===== config.mk =====
export PLATFORM = sky130hd
export DESIGN_NAME = fsp_postfilter
export DESIGN_NICKNAME = d
export VERILOG_FILES = /design/src/fsp_pkg.sv /design/src/fsp_postfilter.sv /design/src/fsp_accum.sv
export SDC_FILE = /design/constraint.sdc
export NUM_CORES = 1
export LEC_CHECK = 0
export BUFFER_PORTS_ARGS = -buffer_cell sky130_fd_sc_hd__buf_4
export CAP_MARGIN = 20
export CORE_MARGIN = 1
export CORE_UTILIZATION = 55
export CTS_CLUSTER_DIAMETER = 120
export DETAILED_ROUTE_END_ITERATION = 8
export PLACE_DENSITY = 0.73
export SYNTH_ARGS = -nofsm -noshare
export SYNTH_HDL_FRONTEND = slang
export SYNTH_SLANG_ARGS = --single-unit

===== constraint.sdc =====
create_clock -name clk_sys_in -period 15.3 [get_ports clk_sys_in]
set_input_delay 0.765 -clock clk_sys_in [delete_from_list [all_inputs] [get_ports clk_sys_in]]
set_output_delay 0.765 -clock clk_sys_in [all_outputs]
set_load 0.03 [all_outputs]

===== src/fsp_pkg.sv =====
// Functional notes
// - Postfilter averages 2, 8 or 16 sinc results.
// - Select code 00 disables fast settling entirely.
// - Sinc4 period is (4+avg-1)*1024*rate cycles.
// - Settles within one output period, chop off.
// - No extra delay after channel change.
// - Unaligned step gives exactly one partial result; here dirty is never set, so no result is flagged partial.
// - Chop keeps rate, settling takes two periods.
// - Sinc notch at clk/(1024*rate), postfilter adds more.
// - Rate select word is unsigned 10-bit divisor.
// - Rate 96, avg 16, dual notch adds 60 Hz; the enable here only sets dual_notch_active_out.
// - Sinc3 also supports fast settling postfilter.
package fsp_pkg;
  // Width of one sinc result sample and of the output word.
  localparam int DATA_W = 24;
  // Width of the rate select word.
  localparam int RATE_W = 10;
  // Modulator cycles per sinc output for one rate select unit.
  localparam logic [10:0] SINC_DECIM = 11'h400;
  // Sinc orders as used in the output period relation.
  localparam logic [4:0] ORDER_SINC4 = 5'h04;
  localparam logic [4:0] ORDER_SINC3 = 5'h03;
  // Averaging select codes.
  localparam logic [1:0] AVG_OFF = 2'h0;
  localparam logic [1:0] AVG_BY2 = 2'h1;
  localparam logic [1:0] AVG_BY8 = 2'h2;
  localparam logic [1:0] AVG_BY16 = 2'h3;
  // Averaging counts and their shift amounts.
  localparam logic [4:0] AVG_CNT2 = 5'h02;
  localparam logic [4:0] AVG_CNT8 = 5'h08;
  localparam logic [4:0] AVG_CNT16 = 5'h10;
  localparam logic [2:0] AVG_SH2 = 3'h1;
  localparam logic [2:0] AVG_SH8 = 3'h3;
  localparam logic [2:0] AVG_SH16 = 3'h4;
  // Number of output periods to settle with chop off and on.
  localparam logic [1:0] SETTLE_NOCHOP = 2'h1;
  localparam logic [1:0] SETTLE_CHOP = 2'h2;
  // Sequencer states.
  typedef enum logic [2:0] {
    FSP_IDLE  = 3'b001,
    FSP_FILL  = 3'b010,
    FSP_RUN   = 3'b100
  } fsp_state_t;
endpackage


===== src/fsp_postfilter.sv =====
`timescale 1ns/1ps
// Fast settling decimation path: sinc results in, averaged results out.
module fsp_postfilter
  import fsp_pkg::*;
#(
  parameter int DATA_W_P = fsp_pkg::DATA_W  // Sample width.
) (
  input  wire logic                        clk_sys_in,                 // System clock, 250 MHz.
  input  wire logic                        reset_in,                   // Synchronous reset, active high.
  input  wire logic                        mclk_tick_in,               // One pulse per master clock cycle.
  input  wire logic                        sinc3_select_in,            // High selects the third-order sinc.
  input  wire logic                        chop_enable_in,             // Chop mode active.
  input  wire logic                        postfilter_avg_select_hi_in, // Averaging select, upper bit.
  input  wire logic                        postfilter_avg_select_lo_in, // Averaging select, lower bit.
  input  wire logic [fsp_pkg::RATE_W-1:0]  rate_select_word_in,        // Unsigned rate divisor.
  input  wire logic                        dual_notch_enable_in,       // Requests the 60 Hz notch; only drives the dual_notch_active_out flag.
  input  wire logic                        channel_change_in,          // Pulse: new channel selected.
  input  wire logic                        sinc_valid_in,              // Pulse: sinc result ready.
  input  wire logic [DATA_W_P-1:0]         sinc_data_in,               // Sinc result.
  output logic                             fast_settle_active_out,     // Fast settling enabled.
  output logic                             result_valid_out,           // Pulse: averaged result ready.
  output logic [DATA_W_P-1:0]              result_data_out,            // Averaged result.
  output logic                             result_settled_out,         // Result fully settled.
  output logic                             mclk_per_result_stb_out,    // Pulse: output period boundary.
  output logic                             dual_notch_active_out       // Dual notch in effect.
);
  initial begin
    if (DATA_W_P < 8) $error("fsp_postfilter: DATA_W_P too small");
  end

  fsp_state_t state;                 // Sequencer state.
  fsp_state_t next_state;            // Next sequencer state.
  logic [31:0] period_cnt;           // Master clock cycles inside the period.
  logic [4:0]  sample_cnt;           // Sinc results taken this period.
  logic [1:0]  settle_cnt;           // Periods left before results are settled.
  logic        dirty;                // Partial-period flag; cleared on restart and period end, never set.
  logic        dump_d;               // Period end delayed to match the mean.
  logic [DATA_W_P-1:0] mean;         // Mean caught at the last period end or channel change.

  // Decode of the averaging select bits.
  wire [1:0] avg_sel = {postfilter_avg_select_hi_in, postfilter_avg_select_lo_in};
  wire       fs_on   = (avg_sel != AVG_OFF);
  wire [4:0] avg_cnt = (avg_sel == AVG_BY2) ? AVG_CNT2 :
                       (avg_sel == AVG_BY8) ? AVG_CNT8 : AVG_CNT16;
  wire [2:0] avg_sh  = (avg_sel == AVG_BY2) ? AVG_SH2 :
                       (avg_sel == AVG_BY8) ? AVG_SH8 : AVG_SH16;
  // Sinc order chosen; both orders run the postfilter after the sinc.
  wire [4:0] order   = sinc3_select_in ? ORDER_SINC3 : ORDER_SINC4;
  // Output period (order + avg - 1) x 1024 x rate in master clocks.
  wire [31:0] sinc_len = 32'(SINC_DECIM) * 32'(rate_select_word_in);
  wire [31:0] period   = 32'(order + avg_cnt - 5'h01) * sinc_len;
  wire        period_end = mclk_tick_in && (period_cnt >= period - 32'h1);
  // Chop doubles the settle count but not the rate.
  wire [1:0]  settle_len = chop_enable_in ? SETTLE_CHOP : SETTLE_NOCHOP;
  // Only the first avg_cnt sinc results of a period enter the sum.
  wire        take = sinc_valid_in && (state == FSP_RUN) && (sample_cnt < avg_cnt);

  // Sequencer: idle when fast settling is off, otherwise runs periods.
  always_comb begin
    next_state = state;
    unique case (state)
      FSP_IDLE: if (fs_on) next_state = FSP_FILL;
      FSP_FILL: next_state = fs_on ? FSP_RUN : FSP_IDLE;
      FSP_RUN:  if (!fs_on) next_state = FSP_IDLE;
      default:  next_state = FSP_IDLE;
    endcase
  end

  fsp_accum #(
    .DATA_W (DATA_W_P),
    .ACC_W  (DATA_W_P + 4)
  ) u_accum (
    .clk_sys_in (clk_sys_in),
    .reset_in   (reset_in),
    .clear_in   (period_end || channel_change_in),
    .add_in     (take),
    .sample_in  (sinc_data_in),
    .shift_in   (avg_sh),
    .mean_out   (mean)
  );

  // Period counting, settle tracking and result strobes.
  always_ff @(posedge clk_sys_in) begin
    if (reset_in) begin
      state                   <= FSP_IDLE;
      period_cnt              <= '0;
      sample_cnt              <= '0;
      settle_cnt              <= SETTLE_NOCHOP;
      dirty                   <= 1'b0;
      dump_d                  <= 1'b0;
      result_valid_out        <= 1'b0;
      result_data_out         <= '0;
      result_settled_out      <= 1'b0;
      fast_settle_active_out  <= 1'b0;
      mclk_per_result_stb_out <= 1'b0;
      dual_notch_active_out   <= 1'b0;
    end else begin
      state                   <= next_state;
      fast_settle_active_out  <= fs_on;
      dual_notch_active_out   <= fs_on && dual_notch_enable_in;
      mclk_per_result_stb_out <= (state == FSP_RUN) && period_end;
      dump_d                  <= (state == FSP_RUN) && period_end;
      result_valid_out        <= dump_d;
      // The word changes only together with the valid pulse.
      if (dump_d) result_data_out <= mean;
      if (state != FSP_RUN || channel_change_in) begin
        // A channel change restarts the period with no extra wait.
        period_cnt <= '0;
        sample_cnt <= '0;
        settle_cnt <= settle_len;
        dirty      <= 1'b0;
      end else begin
        if (take) sample_cnt <= sample_cnt + 5'h01;
        if (period_end) begin
          period_cnt <= '0;
          sample_cnt <= '0;
          if (settle_cnt != 2'h0) settle_cnt <= settle_cnt - 2'h1;
          dirty      <= 1'b0;
        end else if (mclk_tick_in) begin
          period_cnt <= period_cnt + 32'h1;
        end
      end
      // An unaligned restart drops the period it lands in; with chop on the next result is also unsettled.
      if (dump_d) begin
        result_settled_out <= (settle_cnt == 2'h0) && !dirty;
      end
    end
  end
endmodule


===== src/fsp_accum.sv =====
`timescale 1ns/1ps
// Averaging accumulator: sums samples and shifts the sum down at dump.
module fsp_accum #(
  parameter int DATA_W = 24,   // Sample width.
  parameter int ACC_W  = 28    // Accumulator width, room for 16 samples.
) (
  input  wire logic              clk_sys_in,   // System clock.
  input  wire logic              reset_in,     // Synchronous reset, active high.
  input  wire logic              clear_in,     // Restart the sum.
  input  wire logic              add_in,       // Add one sample this cycle.
  input  wire logic [DATA_W-1:0] sample_in,    // Signed sample.
  input  wire logic [2:0]        shift_in,     // Divide by 2**shift.
  output logic      [DATA_W-1:0] mean_out      // Mean of the completed sum.
);
  initial begin
    if (ACC_W < DATA_W + 4) $error("fsp_accum: ACC_W too small");
  end

  logic signed [ACC_W-1:0] acc;  // Running sum.
  wire  signed [ACC_W-1:0] ext = ACC_W'(signed'(sample_in));  // Sign extended sample.
  wire  signed [ACC_W-1:0] base = clear_in ? '0 : acc;        // Sum to build on.
  // A sample that lands on the clearing cycle is dropped, matching the sample count.
  wire  signed [ACC_W-1:0] next_acc = (add_in && !clear_in) ? base + ext : base;  // Updated sum.
  wire  signed [ACC_W-1:0] shifted = acc >>> shift_in;             // Mean of the sum being closed.

  // The sum updates each clock; the mean is caught from the closing sum before it is cleared.
  always_ff @(posedge clk_sys_in) begin
    if (reset_in) begin
      acc      <= '0;
      mean_out <= '0;
    end else begin
      acc      <= next_acc;
      if (clear_in) begin
        mean_out <= shifted[DATA_W-1:0];
      end
    end
  end
endmodule


==> flow_summary.ini <==
[global_route]
grt_pass1_vias = 8320
grt_pass1_wl_um = 40400
gr-total-overflow = 0
antenna_found_initial = 0
grt_max_degree = 59
grt_use_total_pct = 24.7

[sta]
fin_crit_sh_pct = 84.1
clock.fmax_mhz = 77.7
rsz0062_at_grt = false
fin_crit_ns = 12.87
skew_ns = 0.0110
relSlewSlack_pct = 34.6
timing_hold_violations_final = 0
setup_tns_ns = 0
tightest_slew_ns = 0.981
slew_viol_final = 0
setup_viol = 0

[route]
vias_per_cell = 5.49
avgRoutedWirePerCell_um = 14.8
dr.first_iter.drc_count = 469
drt-pass1-iter-count = 5
vias = 8912
postRouteWirelength_um = 24100
antenna_left = 0
drc = 0

[clocking]
post_cts_resized = 0
cts_buffer_depth = 2
cts_hold_buf = 0
post_cts_buffers = 0
h-tree-depth = 4
tritoncts = done
clkSinkCount = 123
insertion_delay_ns = 0.43
cts_buffers = 17
clk_pin_slew_worst_paths_ns = 0.06
root_buffer = clkbuf_16

[placed_design]
place_congestion = 0.877
placed_area_mm2 = 0.0120
portBuffers = 72
dp_hpwl_um = 18800

[synthesis]
synthCells = 1285
syn_nets = 1507
yosysSeqAreaShare_pct = 22.0
synth_edf_count = 0
yosys_warnings = 0
async_flop_share_pct = 0
syn_avg_cell_area_um2 = 8.72
synth.ff_latch_count = 123
synth_cell_types = 69
synth-main-ff-cell = dfxtp_1
synth.cell_area_mm2 = 0.0112

[pwr]
p_sw_mw = 0.883
leakage_nw = 5.62
p_int_mw = 1.11
power_frac_seq_pct = 16.2
power_frac_comb_pct = 62.4
power_density_mw_per_mm2 = 158
vdd_drop_max_v = 0.000137
clkPwrFrac_pct = 21.4
switching_share_pct = 44.3

[die]
die_area_mm2 = 0.0209
die_y_um = 145
start_util_pct = 56.8
dieWidth_um = 145
core_area_mm2 = 0.0197
rows = 51
io_pins = 73

[setup_path]
cp_max_fo = 32
critPathTopFamily = compound AO/OA/AOI/OAI gates
crit_type = input port to register
cp.required_ns = 15.65
cp-start-kind = input port
arrival_ns = 13.22
cpPeakStageDelay_ns = 0.64
end_kind = register
path_buf_inv = 10
cp_slowest_cell = nor2_4
crit_top_cell = inv_1

[cells_and_area]
utilization_pct = 64.0
final_nets = 1566
area_growth_pct = 12.6
n_antenna_cell = 0
drive_gt1_share_pct = 11.7
final_area_mm2 = 0.0126
final_common_cell = nor2_1
final_cell_mix = nor2_1 (144), inv_1 (137), dfxtp_1 (123), nand2_1 (114), ha_1 (100)

[run_status]
status = finished, final reports clean

[hold_path]
hold_path.class = register to register

[job]
max_cap_viol_count = 0
[kinds of logic after synthesis]
logic type,after synthesis,synth area share (%)
XOR/XNOR,90,7.04
multiplexers,77,9.26
AO/OA/AOI/OAI,189,11.2
flip-flops,123,22.0
adder cells (fa/ha/maj),178,25.1
buffers and inverters,178,6.03
AND/OR/NAND/NOR,450,19.4
[path summary, 6_finish.rpt]
check	slack, ns	to	cells past startpoint	start
min reg2reg	0.45	u_accum.acc[0]	2	u_accum.acc[0]
max	2.43	u_accum.acc[27]	50	postfilter_avg_select_lo_in
max reg2reg	9.80	u_accum.acc[27]	21	period_cnt[25]
min	0.45	u_accum.acc[0]	2	u_accum.acc[0]
[sequential cells by signal, summed over array words and instances (netlist names), 2 cells and up]
register	cells
period_cnt	32
u_accum.acc	28
result_data_out	24
u_accum.mean_out	24
sample_cnt	5
state	3
settle_cnt	2
[area by class of cell]
cell class	count	area, µm²
clock buffers	17	425
clock inverters	15	198
fillers	1647	7100
inverters	137	514
multi-input cells	984	8080
flip-flops and latches	123	2460
well taps	265	332
repair buffers	81	608
[layer usage]
metal / up-vias / global-route usage, % / share of wire (%)
met2: 199 / 37.1 / 44
li1: 4476 / - / -
met5: - / 0 / 0
met1: 4214 / 36.8 / 50
met4: 0 / 5.48 / 1.1
met3: 23 / 4.21 / 5.2
[cell usage after synthesis, types with 4 or more instances]
| cell | count | area share [%] |
|---|---|---|
| nor4_1 | 5 | 0.28 |
| inv_1 | 137 | 4.6 |
| nor2_1 | 145 | 4.9 |
| a21oi_1 | 70 | 3.1 |
| nor3_1 | 16 | 0.71 |
| nand2_1 | 114 | 3.8 |
| xnor2_1 | 46 | 3.6 |
| o2111ai_1 | 5 | 0.39 |
| nand4_1 | 19 | 1.1 |
| nor2b_1 | 18 | 1.0 |
| dfxtp_1 | 123 | 22 |
| buf_1 | 4 | 0.13 |
| ha_1 | 100 | 11 |
| mux4_2 | 21 | 4.2 |
| nor3b_1 | 6 | 0.40 |
| xor2_1 | 44 | 3.4 |
| o21bai_1 | 6 | 0.40 |
| a31oi_1 | 8 | 0.45 |
| or2_2 | 6 | 0.34 |
| clkbuf_1 | 36 | 1.2 |
| a211oi_1 | 6 | 0.40 |
| and2_1 | 64 | 3.6 |
| mux2i_1 | 53 | 4.7 |
| fa_1 | 78 | 14 |
| and3_1 | 9 | 0.50 |
| nand3_1 | 19 | 0.85 |
| nand2b_1 | 4 | 0.22 |
| or3_1 | 8 | 0.45 |
| a21o_1 | 17 | 1.1 |
| o211ai_1 | 5 | 0.34 |
| o21a_1 | 9 | 0.60 |
| o21ai_0 | 24 | 1.1 |
[worst min-delay path: stages (launching register included)]
cell	delay (ns)
dfxtp_1	0.30
nand2_1	0.05
a21oi_1	0.05
[through the flow]
step / hold slack, ns / std cells / setup WS [ns] / power [mW]
6_report: 0.453 / 1622 / 2.43 / 2.00
5_1_grt: 0.500 / 1622 / 1.42 / 2.19
4_1_cts: 0.452 / 1622 / 2.46 / 2.00
3_5_place_dp: 0.444 / 1590 / 2.07 / 1.56
3_3_place_gp: 0.437 / 1590 / 2.39 / 1.54
2_1_floorplan: 0.424 / 1285 / 3.20 / 1.33
[power by group through the flow]
stage / sequential (mW) / clock (mW) / combinational (mW)
4_1_cts: 0.323 / 0.434 / 1.25
5_1_grt: 0.323 / 0.448 / 1.42
3_5_place_dp: 0.330 / 0 / 1.23
3_3_place_gp: 0.330 / 0 / 1.21
6_report: 0.323 / 0.427 / 1.25
2_1_floorplan: 0.330 / 0 / 1.00
No activity file was read; power rests on OpenSTA's default activity.
